### config.mk
export PLATFORM = sky130hd
export DESIGN_NAME = cbt_buffer_ctrl
export DESIGN_NICKNAME = d
export VERILOG_FILES = /design/src/core/cbt_pkg.sv /design/src/core/cbt_id_match.sv /design/src/core/cbt_tx_arb.sv /design/src/core/cbt_buffer_ctrl.sv
export SDC_FILE = /design/constraint.sdc
export NUM_CORES = 1
export LEC_CHECK = 0
export ABC_AREA = 0
export BUFFER_PORTS_ARGS = -buffer_cell sky130_fd_sc_hd__buf_2
export CORE_ASPECT_RATIO = 0.6
export CORE_MARGIN = 3
export CORE_UTILIZATION = 46
export CTS_BUF_LIST = sky130_fd_sc_hd__clkbuf_16
export DETAILED_ROUTE_END_ITERATION = 12
export PLACE_DENSITY = 0.7
export SYNTH_ARGS = -nofsm -noshare
export SYNTH_HDL_FRONTEND = slang
export SYNTH_SLANG_ARGS = --single-unit
### constraint.sdc
create_clock -name pclk -period 17.03 [get_ports pclk]
set_input_delay 2.5545 -clock pclk [delete_from_list [all_inputs] [get_ports pclk]]
set_output_delay 2.5545 -clock pclk [all_outputs]
set_load 0.1 [all_outputs]
### src/core/cbt_pkg.sv
// Contract
// - Extended mask bit one compares its identifier bit; zero ignores it.
// - A stored message sets its buffer's full flag; all clear at reset.
// - Full flags are clear-only; software clears, only hardware sets.
// - A store into a full buffer sets its overflow flag; software clears.
// - Control bit 7 makes the buffer transmit when one, receive when zero.
// - Upper control byte drives the odd buffer, same layout as lower byte.
// - Setting send request starts sending; hardware clears it on success.
// - Software clearing a set send request asks for an abort.
// - Aborted, arbitration-lost and bus-error outcome flags are read-only.
// - Outcome flags clear whenever the send request becomes set.
// - Auto-remote enable plus a matching remote frame sets send request.
// - Two-bit priority, 11 highest down to 00 lowest.
// - Identifier word holds standard identifier in 12-2; 15-13 read zero.
// - Identifier word bit 0 selects extended or standard format.
// - Identifier word bit 1 marks a remote transmission request.
// - Buffer words live in DMA memory, outside the register space.
// - Standard mask bit one compares its identifier bit; zero ignores it.
// - Stored message status word records accepting filter number in 12-8.
package cbt_pkg;
    localparam logic [7:0] OFF_MASK_SID = 8'h00;
    localparam logic [7:0] OFF_MASK_EID = 8'h04;
    localparam logic [7:0] OFF_FULL_LO = 8'h08;
    localparam logic [7:0] OFF_FULL_HI = 8'h0C;
    localparam logic [7:0] OFF_OVF_LO = 8'h10;
    localparam logic [7:0] OFF_OVF_HI = 8'h14;
    localparam logic [7:0] OFF_CTRL0 = 8'h18;
    localparam logic [7:0] OFF_TX_STAT = 8'h28;
    localparam logic [15:0] RST_WORD = 16'h0000;
    localparam logic [15:0] MASK_SID_RMASK = 16'hFFEB;
    localparam int CTL_DIR = 7;
    localparam int CTL_ABT = 6;
    localparam int CTL_LARB = 5;
    localparam int CTL_ERR = 4;
    localparam int CTL_REQ = 3;
    localparam int CTL_RTR = 2;
    localparam int MASK_SID_LSB = 5;
    localparam int SIDW_SID_LSB = 2;
    localparam int SIDW_SRR = 1;
    localparam int SIDW_IDE = 0;
    localparam int STAT_FILT_LSB = 8;
    localparam int NUM_CTL_BUF = 8;

    typedef enum logic [1:0] {
        CBT_RES_OK = 2'b00,
        CBT_RES_ARB = 2'b01,
        CBT_RES_ERR = 2'b10,
        CBT_RES_ABT = 2'b11
    } cbt_tx_res_t;

    typedef struct packed {
        logic valid;
        logic [4:0] buf_idx;
        logic [28:0] id;
        logic ide;
        logic rtr;
        logic [28:0] filt_id;
        logic [4:0] filt_num;
    } cbt_rx_evt_t;

    typedef struct packed {
        logic valid;
        logic [4:0] buf_idx;
        logic [15:0] sid_word;
        logic [15:0] stat_word;
    } cbt_dma_wr_t;

    typedef struct packed {
        logic valid;
        logic [2:0] buf_idx;
        cbt_tx_res_t res;
    } cbt_tx_done_t;

    typedef struct packed {
        logic valid;
        logic [2:0] buf_idx;
    } cbt_tx_offer_t;
endpackage

### src/core/cbt_id_match.sv
`timescale 1ns/100ps
module cbt_id_match (
    input wire logic pclk,
    input wire logic presetn,
    input wire logic [28:0] id,
    input wire logic [28:0] filt_id,
    input wire logic [28:0] mask,
    input wire logic ide,
    output logic hit
);
    logic [28:0] diff;

    always_comb
    begin
        diff = (id ^ filt_id) & mask;
        // Standard frames carry no extended bits to compare
        if (!ide)
        begin
            diff[17:0] = 18'h00000;
        end
        hit = (diff == 29'h00000000);
    end
endmodule // cbt_id_match

### src/core/cbt_tx_arb.sv
`timescale 1ns/100ps
module cbt_tx_arb (
    input wire logic pclk,
    input wire logic presetn,
    input wire logic [7:0] pend,
    input wire logic [15:0] pri,
    output logic found,
    output logic [2:0] idx
);
    logic [1:0] best;

    always_comb
    begin
        found = 1'b0;
        idx = 3'h0;
        best = 2'h0;
        // Ascending scan with >= lets the higher buffer win ties
        for (int i = 0; i < 8; i++)
        begin
            if (pend[i] && (!found || pri[2*i +: 2] >= best))
            begin
                found = 1'b1;
                idx = 3'(i);
                best = pri[2*i +: 2];
            end
        end
    end
endmodule // cbt_tx_arb

### src/core/cbt_buffer_ctrl.sv
// Implementation choices: the placing of the registers and the APB slave port.
`timescale 1ns/100ps
module cbt_buffer_ctrl (
    input wire logic pclk,
    input wire logic presetn,
    input wire logic psel,
    input wire logic penable,
    input wire logic pwrite,
    input wire logic [11:0] paddr,
    input wire logic [31:0] pwdata,
    input wire logic [3:0] pstrb,
    output logic [31:0] prdata,
    output logic pready,
    output logic pslverr,
    input wire cbt_pkg::cbt_rx_evt_t rx_evt,
    input wire cbt_pkg::cbt_tx_done_t tx_done,
    output cbt_pkg::cbt_dma_wr_t dma_wr,
    output cbt_pkg::cbt_tx_offer_t tx_offer,
    output logic [7:0] tx_abort
);
    logic [15:0] mask_sid_q, mask_sid_d;
    logic [15:0] mask_eid_q, mask_eid_d;
    logic [31:0] full_q, full_d;
    logic [31:0] ovf_q, ovf_d;
    logic [7:0] ctrl_q [8];
    logic [7:0] ctrl_d [8];
    logic [7:0] abort_q, abort_d;
    logic [31:0] prdata_q, prdata_d;
    logic pready_q, pready_d;
    logic pslverr_q, pslverr_d;
    cbt_pkg::cbt_dma_wr_t dma_q, dma_d;
    cbt_pkg::cbt_tx_offer_t offer_q, offer_d;

    logic [7:0] addr;
    logic mapped;
    logic commit;
    logic wr_commit;
    logic [15:0] clr16;
    logic [28:0] mask29;
    logic hit;
    logic ctl_buf;
    logic consumed;
    logic store;
    logic store_ok;
    logic store_ovf;
    logic [31:0] sel32;
    logic [7:0] rtr_hit;
    logic [7:0] pend;
    logic [15:0] pri;
    logic arb_found;
    logic [2:0] arb_idx;

    assign addr = paddr[7:0];
    assign mapped = (paddr[11:8] == 4'h0) && (paddr[1:0] == 2'b00) &&
        (addr <= cbt_pkg::OFF_TX_STAT);
    // Writes take effect only at the edge that ends the access; read data is captured one edge earlier
    assign commit = psel && penable && pready_q;
    assign wr_commit = commit && pwrite && mapped;
    // Clear-only bits: a zero written in an enabled lane clears
    assign clr16 = {{8{pstrb[1]}}, {8{pstrb[0]}}} & ~pwdata[15:0];
    assign mask29 = {mask_sid_q[15:cbt_pkg::MASK_SID_LSB], mask_sid_q[1:0],
        mask_eid_q};
    assign sel32 = 32'h00000001 << rx_evt.buf_idx;
    assign ctl_buf = (rx_evt.buf_idx < 5'h08);

    cbt_id_match u_match (
        .pclk(pclk),
        .presetn(presetn),
        .id(rx_evt.id),
        .filt_id(rx_evt.filt_id),
        .mask(mask29),
        .ide(rx_evt.ide),
        .hit(hit)
    );

    always_comb
    begin
        rtr_hit = 8'h00;
        consumed = 1'b0;
        if (rx_evt.valid && hit && ctl_buf)
        begin
            // transmit buffers never take received data
            consumed = ctrl_q[rx_evt.buf_idx[2:0]][cbt_pkg::CTL_DIR];
            if (rx_evt.rtr && consumed &&
                ctrl_q[rx_evt.buf_idx[2:0]][cbt_pkg::CTL_RTR])
            begin
                rtr_hit[rx_evt.buf_idx[2:0]] = 1'b1;
            end
        end
        store = rx_evt.valid && hit && !consumed;
        store_ok = store && !full_q[rx_evt.buf_idx];
        store_ovf = store && full_q[rx_evt.buf_idx];
    end

    always_comb
    begin
        mask_sid_d = mask_sid_q;
        mask_eid_d = mask_eid_q;
        full_d = full_q;
        ovf_d = ovf_q;
        if (wr_commit && addr == cbt_pkg::OFF_MASK_SID)
        begin
            mask_sid_d = pwdata[15:0] & cbt_pkg::MASK_SID_RMASK;
        end
        if (wr_commit && addr == cbt_pkg::OFF_MASK_EID)
        begin
            mask_eid_d = pwdata[15:0];
        end
        if (wr_commit && addr == cbt_pkg::OFF_FULL_LO)
        begin
            full_d[15:0] = full_d[15:0] & ~clr16;
        end
        if (wr_commit && addr == cbt_pkg::OFF_FULL_HI)
        begin
            full_d[31:16] = full_d[31:16] & ~clr16;
        end
        if (wr_commit && addr == cbt_pkg::OFF_OVF_LO)
        begin
            ovf_d[15:0] = ovf_d[15:0] & ~clr16;
        end
        if (wr_commit && addr == cbt_pkg::OFF_OVF_HI)
        begin
            ovf_d[31:16] = ovf_d[31:16] & ~clr16;
        end
        if (store_ok)
        begin
            full_d = full_d | sel32;
        end
        if (store_ovf)
        begin
            ovf_d = ovf_d | sel32;
        end
    end

    always_ff @(posedge pclk or negedge presetn)
    begin
        if (!presetn)
        begin
            mask_sid_q <= cbt_pkg::RST_WORD;
            mask_eid_q <= cbt_pkg::RST_WORD;
            full_q <= {cbt_pkg::RST_WORD, cbt_pkg::RST_WORD};
            ovf_q <= {cbt_pkg::RST_WORD, cbt_pkg::RST_WORD};
        end
        else
        begin
            mask_sid_q <= mask_sid_d;
            mask_eid_q <= mask_eid_d;
            full_q <= full_d;
            ovf_q <= ovf_d;
        end
    end

    generate
        for (genvar i = 0; i < cbt_pkg::NUM_CTL_BUF; i++)
        begin : g_buf
            localparam logic [7:0] CADDR = cbt_pkg::OFF_CTRL0 + 8'(4 * (i / 2));
            logic sw_wr;
            logic [7:0] wb;
            logic done;

            assign sw_wr = wr_commit && addr == CADDR && pstrb[i % 2];
            assign wb = pwdata[8 * (i % 2) +: 8];
            assign done = tx_done.valid && tx_done.buf_idx == 3'(i);

            always_comb
            begin
                ctrl_d[i] = ctrl_q[i];
                abort_d[i] = 1'b0;
                if (done && (tx_done.res == cbt_pkg::CBT_RES_OK ||
                    tx_done.res == cbt_pkg::CBT_RES_ABT))
                begin
                    ctrl_d[i][cbt_pkg::CTL_REQ] = 1'b0;
                end
                if (sw_wr)
                begin
                    ctrl_d[i][cbt_pkg::CTL_DIR] = wb[7];
                    ctrl_d[i][cbt_pkg::CTL_REQ] = wb[3];
                    ctrl_d[i][cbt_pkg::CTL_RTR] = wb[2];
                    ctrl_d[i][1:0] = wb[1:0];
                end
                abort_d[i] = sw_wr && ctrl_q[i][cbt_pkg::CTL_REQ] && !wb[3];
                if (rtr_hit[i])
                begin
                    ctrl_d[i][cbt_pkg::CTL_REQ] = 1'b1;
                end
                if (ctrl_d[i][cbt_pkg::CTL_REQ] && !ctrl_q[i][cbt_pkg::CTL_REQ])
                begin
                    ctrl_d[i][6:4] = 3'b000;
                end
                if (done)
                begin
                    unique case (tx_done.res)
                        cbt_pkg::CBT_RES_OK: ;
                        cbt_pkg::CBT_RES_ARB: ctrl_d[i][cbt_pkg::CTL_LARB] = 1'b1;
                        cbt_pkg::CBT_RES_ERR: ctrl_d[i][cbt_pkg::CTL_ERR] = 1'b1;
                        cbt_pkg::CBT_RES_ABT: ctrl_d[i][cbt_pkg::CTL_ABT] = 1'b1;
                    endcase
                end
            end

            always_ff @(posedge pclk or negedge presetn)
            begin
                if (!presetn)
                begin
                    ctrl_q[i] <= 8'h00;
                    abort_q[i] <= 1'b0;
                end
                else
                begin
                    ctrl_q[i] <= ctrl_d[i];
                    abort_q[i] <= abort_d[i];
                end
            end

            assign pend[i] = ctrl_q[i][cbt_pkg::CTL_REQ] &&
                ctrl_q[i][cbt_pkg::CTL_DIR];
            assign pri[2*i +: 2] = ctrl_q[i][1:0];

        end
    endgenerate

    cbt_tx_arb u_arb (
        .pclk(pclk),
        .presetn(presetn),
        .pend(pend),
        .pri(pri),
        .found(arb_found),
        .idx(arb_idx)
    );

    always_comb
    begin
        offer_d.valid = arb_found;
        offer_d.buf_idx = arb_idx;
        // buffer words go out to DMA memory
        dma_d.valid = store_ok;
        dma_d.buf_idx = rx_evt.buf_idx;
        dma_d.sid_word = {3'b000, rx_evt.id[28:18], rx_evt.rtr, rx_evt.ide};
        dma_d.stat_word = {3'b000, rx_evt.filt_num, 8'h00};
    end

    // Single wait state keeps pready and prdata registered
    always_comb
    begin
        pready_d = psel && penable && !pready_q;
        pslverr_d = pready_d && !mapped;
        prdata_d = prdata_q;
        if (pready_d)
        begin
            prdata_d = 32'h00000000;
            if (!pwrite)
            begin
                unique case (addr)
                    cbt_pkg::OFF_MASK_SID: prdata_d[15:0] = mask_sid_q;
                    cbt_pkg::OFF_MASK_EID: prdata_d[15:0] = mask_eid_q;
                    cbt_pkg::OFF_FULL_LO: prdata_d[15:0] = full_q[15:0];
                    cbt_pkg::OFF_FULL_HI: prdata_d[15:0] = full_q[31:16];
                    cbt_pkg::OFF_OVF_LO: prdata_d[15:0] = ovf_q[15:0];
                    cbt_pkg::OFF_OVF_HI: prdata_d[15:0] = ovf_q[31:16];
                    8'h18: prdata_d[15:0] = {ctrl_q[1], ctrl_q[0]};
                    8'h1C: prdata_d[15:0] = {ctrl_q[3], ctrl_q[2]};
                    8'h20: prdata_d[15:0] = {ctrl_q[5], ctrl_q[4]};
                    8'h24: prdata_d[15:0] = {ctrl_q[7], ctrl_q[6]};
                    cbt_pkg::OFF_TX_STAT: prdata_d[3:0] = {offer_q.valid,
                        offer_q.buf_idx};
                    default: prdata_d = 32'h00000000;
                endcase
            end
        end
    end

    always_ff @(posedge pclk or negedge presetn)
    begin
        if (!presetn)
        begin
            prdata_q <= 32'h00000000;
            pready_q <= 1'b0;
            pslverr_q <= 1'b0;
            dma_q <= '0;
            offer_q <= '0;
        end
        else
        begin
            prdata_q <= prdata_d;
            pready_q <= pready_d;
            pslverr_q <= pslverr_d;
            dma_q <= dma_d;
            offer_q <= offer_d;
        end
    end

    assign prdata = prdata_q;
    assign pready = pready_q;
    assign pslverr = pslverr_q;
    assign dma_wr = dma_q;
    assign tx_offer = offer_q;
    assign tx_abort = abort_q;
endmodule // cbt_buffer_ctrl

Word-level counts from Yosys, hierarchy flattened
Index checks and enable logic that the tools add are counted.
{"block": "classes", "shift": 1, "div": 0, "eq_ne": 20, "reduce_logical": 124, "mul": 0, "mux": 106, "magnitude_cmp": 13, "bitwise_logic": 12, "add_sub_neg": 0}
{"cell": "$pmux W12 S10", "count": 1}
{"cell": "$logic_and A1 B1 Y1", "count": 89}
{"cell": "$and A16 B16 Y16", "count": 5}
{"cell": "$mux W16", "count": 5}
{"cell": "$mux W32", "count": 2}
{"cell": "$or A32 B32 Y32", "count": 2}
{"cell": "$mux W3", "count": 20}
{"cell": "$mux W1", "count": 52}
{"cell": "$pmux W4 S11", "count": 1}
{"cell": "$eq A8 B5 Y1 const B", "count": 4}
{"cell": "$mux W4", "count": 8}
{"cell": "$mux W8", "count": 4}
{"cell": "$not A16 Y16", "count": 2}
{"cell": "$shl A1 B5 Y32 const A", "count": 1}
{"cell": "$and A29 B29 Y29", "count": 1}
{"cell": "$logic_not A29 Y1", "count": 1}
{"cell": "$xor A29 B29 Y29", "count": 1}
{"cell": "$bmux W8 S3", "count": 1}
{"cell": "$eq A8 B6 Y1 const B", "count": 3}
{"cell": "$logic_not A1 Y1", "count": 21}
{"cell": "$mux W18", "count": 1}
{"cell": "$mux W2", "count": 9}
{"cell": "$eq A8 B4 Y1 const B", "count": 2}
{"cell": "$ge A2 B2 Y1", "count": 7}
{"cell": "20 further kinds", "count": 33}
{"block": "word_totals", "reg_bits": 228, "romBits": 0, "mem_bits_rw": 0, "latch_bits": 0, "wordCells": 313, "mem_count": 0}

Longest topological paths before layout
{"block": "logic_depth", "depth_word": 30, "mapped_depth": 43, "mapped_depth_nobuf": 42}

Modules after synthesis
From an unflattened synthesis, not the netlist that was laid out.
{"block": "hier_totals", "hier_cells": 1154, "area_unflattened_um2": 11875.1}
{"mod": "cbt_buffer_ctrl", "seq_area_each_um2": 5305.1, "instances": 1, "area_per_inst_um2": 10790.3, "cells_per_inst": 1018}
{"mod": "cbt_tx_arb", "seq_area_each_um2": 0.0, "instances": 1, "area_per_inst_um2": 664.4, "cells_per_inst": 89}
{"mod": "cbt_id_match", "seq_area_each_um2": 0.0, "instances": 1, "area_per_inst_um2": 420.4, "cells_per_inst": 47}

Worst setup path before layout
OpenSTA, ideal clock, no wires.
{"block": "synth_timing", "path_type": "register -> register", "startpoint": "register ctrl_q[59] (netlist bit)", "endpoint": "register offer_q, in the netlist tx_offer[1]", "arrival_ns": 7.983, "t_required_ns": 16.910, "path_buffers": 1, "slack_ns": 8.927, "path_stages_with_launch": 43, "cell_sequence": "dfrtp_1 > clkbuf_1 > and3_1 > ha_1 > nand2b_1 > a211oi_1 > or3_1 > nand2_1 > ha_1 > nand2b_1 > a211oi_1 > or2_2 > a31oi_1 > ha_1 > nand2b_1 > a221oi_1 > nor2_1 > mux2_2 > (+7 left out) > ha_1 > nor2b_1 > o21ai_0 > nand2_1 > mux2i_1 > ha_1 > nand2b_1 > a21oi_1 > a21oi_1 > nor2_1 > a32oi_1 > o21ai_0 > ha_1 > inv_1 > a21boi_0 > o311ai_0 > nand2_1 > a31o_2"}
{"block": "synth_via", "elab_chain_cells": 30, "word_cells_on_any_way": 49, "classes_between": "order compare (7); mux (20); reduce/logical (22)"}
{"item": "from (decl)", "line_no": "cbt_buffer_ctrl.sv:25", "text": "logic [7:0] ctrl_q [8];"}
{"item": "from (signal, indexed assignment)", "line_no": "cbt_buffer_ctrl.sv:210", "text": "ctrl_q[i] <= ctrl_d[i];"}
{"item": "$logic_and A1 B1 Y1 *", "line_no": "cbt_buffer_ctrl.sv:215", "text": "assign pend[i] = ctrl_q[i][cbt_pkg::CTL_REQ] &&"}
{"item": "$mux W2 / $mux W1 (equally long branches)", "line_no": "cbt_tx_arb.sv:20", "text": "if (pend[i] && (!found || pri[2*i +: 2] >= best))"}
{"item": "$ge A2 B2 Y1 / $logic_not A1 Y1 (equally long branches)", "line_no": "cbt_tx_arb.sv:20"}
{"item": "$logic_or A1 B1 Y1", "line_no": "cbt_tx_arb.sv:20"}
{"item": "$logic_and A1 B1 Y1", "line_no": "cbt_tx_arb.sv:20"}
{"item": "$mux W2 / $mux W1 (equally long branches)", "line_no": "cbt_tx_arb.sv:20"}
{"item": "$ge A2 B2 Y1 / $logic_not A1 Y1 (equally long branches)", "line_no": "cbt_tx_arb.sv:20"}
{"item": "$logic_or A1 B1 Y1", "line_no": "cbt_tx_arb.sv:20"}
{"item": "(+15 left out)"}
{"item": "$logic_or A1 B1 Y1", "line_no": "cbt_tx_arb.sv:20"}
{"item": "$logic_and A1 B1 Y1", "line_no": "cbt_tx_arb.sv:20"}
{"item": "$mux W2 / $mux W1 (equally long branches)", "line_no": "cbt_tx_arb.sv:20"}
{"item": "$ge A2 B2 Y1 / $logic_not A1 Y1 (equally long branches)", "line_no": "cbt_tx_arb.sv:20"}
{"item": "$logic_or A1 B1 Y1", "line_no": "cbt_tx_arb.sv:20"}
{"item": "$logic_and A1 B1 Y1", "line_no": "cbt_tx_arb.sv:20"}
{"item": "$mux W3 *", "line_no": "cbt_tx_arb.sv:20"}
{"item": "net arb_idx[1]", "line_no": "cbt_buffer_ctrl.sv:51", "text": "logic [2:0] arb_idx;"}
{"item": "to (signal assigned)", "line_no": "cbt_buffer_ctrl.sv:288", "text": "offer_q <= offer_d;"}
{"item": "to (decl)", "line_no": "cbt_buffer_ctrl.sv:32", "text": "cbt_pkg::cbt_tx_offer_t offer_q, offer_d;"}
Mark *: on every way through the listed nets, which the timed path passes. The rest lies on a longest branch.
A chain may end at the register's enable or synchronous reset.

Worst setup path after layout
Same ends and word-level chain as after synthesis.

==> reports/metrics.yaml <==
internal_power_uw: 897
cp.arrival_ns: 9.75
cts_setup_buffers: 0
p_per_area_nw_per_um2: 104
rrSetupSlack_ns: 7.67
r2r_cells: 41
syn-instance-count: 1038
drc: 0
layoutNonFillerInstCount: 1496
critPathMostFrequentCell: "ha_1"
power_frac_seq_pct: 47.3
drt-pass1-iter-count: 6
drv_slew: 0
yosys-top-cells-area: "dfrtp_1 49%, mux2_2 7.1%, o21ai_0 5.9%, a22oi_1 5.7%, nand2_1 2.9%"
wl_met1_um: 15700
wl_per_cell_um: 25.0
slowest_delay_ns: 0.63
worst_pin_slew_ns: 1.22
synth_top_flop_cell: "dfrtp_1"
synth.cell_area_um2: 10900
finalWirelength_um: 37500
tns_ns: 0
hpwl_um: 28000
synth_area_leader_cell: "dfrtp_1"
layout.nets: 1318
cp_max_fo: 10
fmax_ghz: 0.107
post-route-util_pct: 55.3
cts_tree: "done"
area_growth_pct: 15.1
endpoint: "tx_offer[1]"
grt_use_total_pct: 28.6
grt_pass1_wl_um: 55800
p_clk_share_pct: 37.0
vias: 9517
cp-start-kind: "register"
cts_hold_buf: 0
portBuffers: 165
synth_top_area_share_pct: 48.9
highest_layer: "met5"
grt_max_degree: 95
switching_share_pct: 30.8
yosys_warnings: 0
place.gp.congestion: 1.01
fin_crit_ns: 9.36
comb_power_share_pct: 15.7
die_y_um: 125
cap_violations: 0
grt_antenna_before_repair: 2
synth_cell_types: 58
first_global_vias: 8945
hold_viol: 0
cts_max_path_buffers: 3
p_leak_nw: 5.67
synth_seq_cells: 212
synth_top_cells_by_count: "212 x dfrtp_1, 127 x o21ai_0, 85 x nand2_1"
ant_nets: 0
ioPinCount: 214
core-area_um2: 22600
floorplan.rows: 42
cts_resized: 0
clk_pin_slew_ns: 0.06
htreeDepth: 1
fp.dieArea_um2: 25500
dr_wl_met3_um: 5230
setup_viol: 0
status: "complete, no violations"
rr_startpoint: "ctrl_q[59]"
hold_path.class: "register to register"
finalPower_mw: 1.30
yosysMostFrequentCell: "dfrtp_1"
async_reset_ff_share_pct: 100
crit_required_ns: 17.42
slew_headroom_pct: 18.7
ys_seq_area_share_pct: 48.9
vdd.ir_drop.worst_v: 0.0000672
finalCritPeriodShare_pct: 55.0
whs_ns: 0.482
power_switching_uw: 398
rsz0062_at_grt: "no"
cts_sinks: 212
crit_type: "register to register"
viasPerCell: 6.36
insertion_delay_ns: 0.52
diodes: 0
cts_buffers: 21
grt_remaining_overflow: 0
routed-wl-met2_um: 15800
finClkSkew_ns: 0.0297
cts-root-buf: "clkbuf_16"
dieWidth_um: 204
initial_core_util_pct: 48.1
drive_gt1_share_pct: 25.5
r2r_end: "tx_offer[1]"
crit_path_end_kind: "register"
dp_cells: 1458
synth_edf_count: 0
avgSynthCellArea_um2: 10.5
cp-startpoint: "ctrl_q[59]"
dr.first_iter.drc_count: 1325
slowest_stage: "o311ai_0"
## how the worst min path moves through the flow
stage / startpoint / to / slack [ns] / cells past startpoint
final: prdata[4] / prdata[4] / 0.48 / 2
after global routing: prdata[5] / prdata[5] / 0.51 / 2
after CTS: prdata[2] / prdata[2] / 0.49 / 2
after detailed placement: prdata[2] / prdata[2] / 0.47 / 2
after global placement: prdata[12] / prdata[12] / 0.47 / 2
after floorplan: ovf_q[19] / ovf_q[19] / 0.47 / 2
## through the flow
stage	setup slack, ns	instance area, µm²
final	7.67	12500
after global routing	6.72	12500
after CTS	7.79	12500
after detailed placement	7.81	11800
after global placement	7.92	11800
after floorplan	8.93	11000
## routing by layer
layer  vias up  global-route usage (%)
met5         -                       0
met4         2                    5.62
met3        66                    10.4
met2       637                    40.5
met1      4711                    42.4
li1       4101                       -
## area by class of cell
cell class / count / area, µm²
Multi-Input combinational cell: 743 / 5120
Sequential cell: 212 / 5310
Fill cell: 2050 / 10100
Clock buffer: 21 / 526
Timing Repair Buffer: 177 / 926
Inverter: 18 / 67.6
Tap cell: 308 / 385
Clock inverter: 17 / 171
## power by group through the flow
| stage | clock network (mW) | registers (mW) | logic [mW] |
|---|---|---|---|
| after global placement | 0 | 0.617 | 0.196 |
| after global routing | 0.503 | 0.617 | 0.220 |
| final | 0.479 | 0.613 | 0.203 |
| after CTS | 0.482 | 0.610 | 0.201 |
| after detailed placement | 0 | 0.619 | 0.200 |
| after floorplan | 0 | 0.626 | 0.119 |
## cells in the final DEF, fill, tap and decap left out, types with 5 or more instances in the layout
cell type  count
a21o_1         7
a21oi_1        5
a221oi_1       6
a222oi_1      14
a22oi_1       82
a311oi_1      11
buf_2        164
buf_4         12
clkbuf_16     21
conb_1        30
dfrtp_1      212
ha_1          15
inv_1         23
mux2_2        68
mux2i_1        6
mux4_2        14
nand2_1       85
nand2b_1      24
nand3_1       40
nand3b_1       5
nand4_1        5
nor2_1        39
nor3_1         7
nor3b_1       11
o211ai_1      33
o21ai_0      127
o21ai_1       24
or3_1          9
xor2_1        29
## flip-flops by register name, summed over array words and instances, names as in the netlist, 4 cells and up
name	cells
dma_wr	24
mask_sid_q	14
prdata	16
full_q	32
ctrl_q	64
tx_abort	8
ovf_q	32
mask_eid_q	16
tx_offer	4
## worst max-delay path, delay by kind of cell (launching register included)
family	cells	cell delay, ns
compound gates	15	4.12
fa+ha+maj	7	1.93
simple gates	13	1.80
mux	3	0.76
flops	1	0.50
buf+inv	3	0.17
## cell families after synthesis
family	synth area share [%]
XOR/XNOR	2.34
AO/OA/AOI/OAI	20.2
adder cells (fa/ha/maj)	1.73
flip-flops	48.9
buffers and inverters	5.05
multiplexers	10.5
other	0.0345
AND/OR/NAND/NOR	11.3
Note: power is estimated with default switching activity, not from simulation.
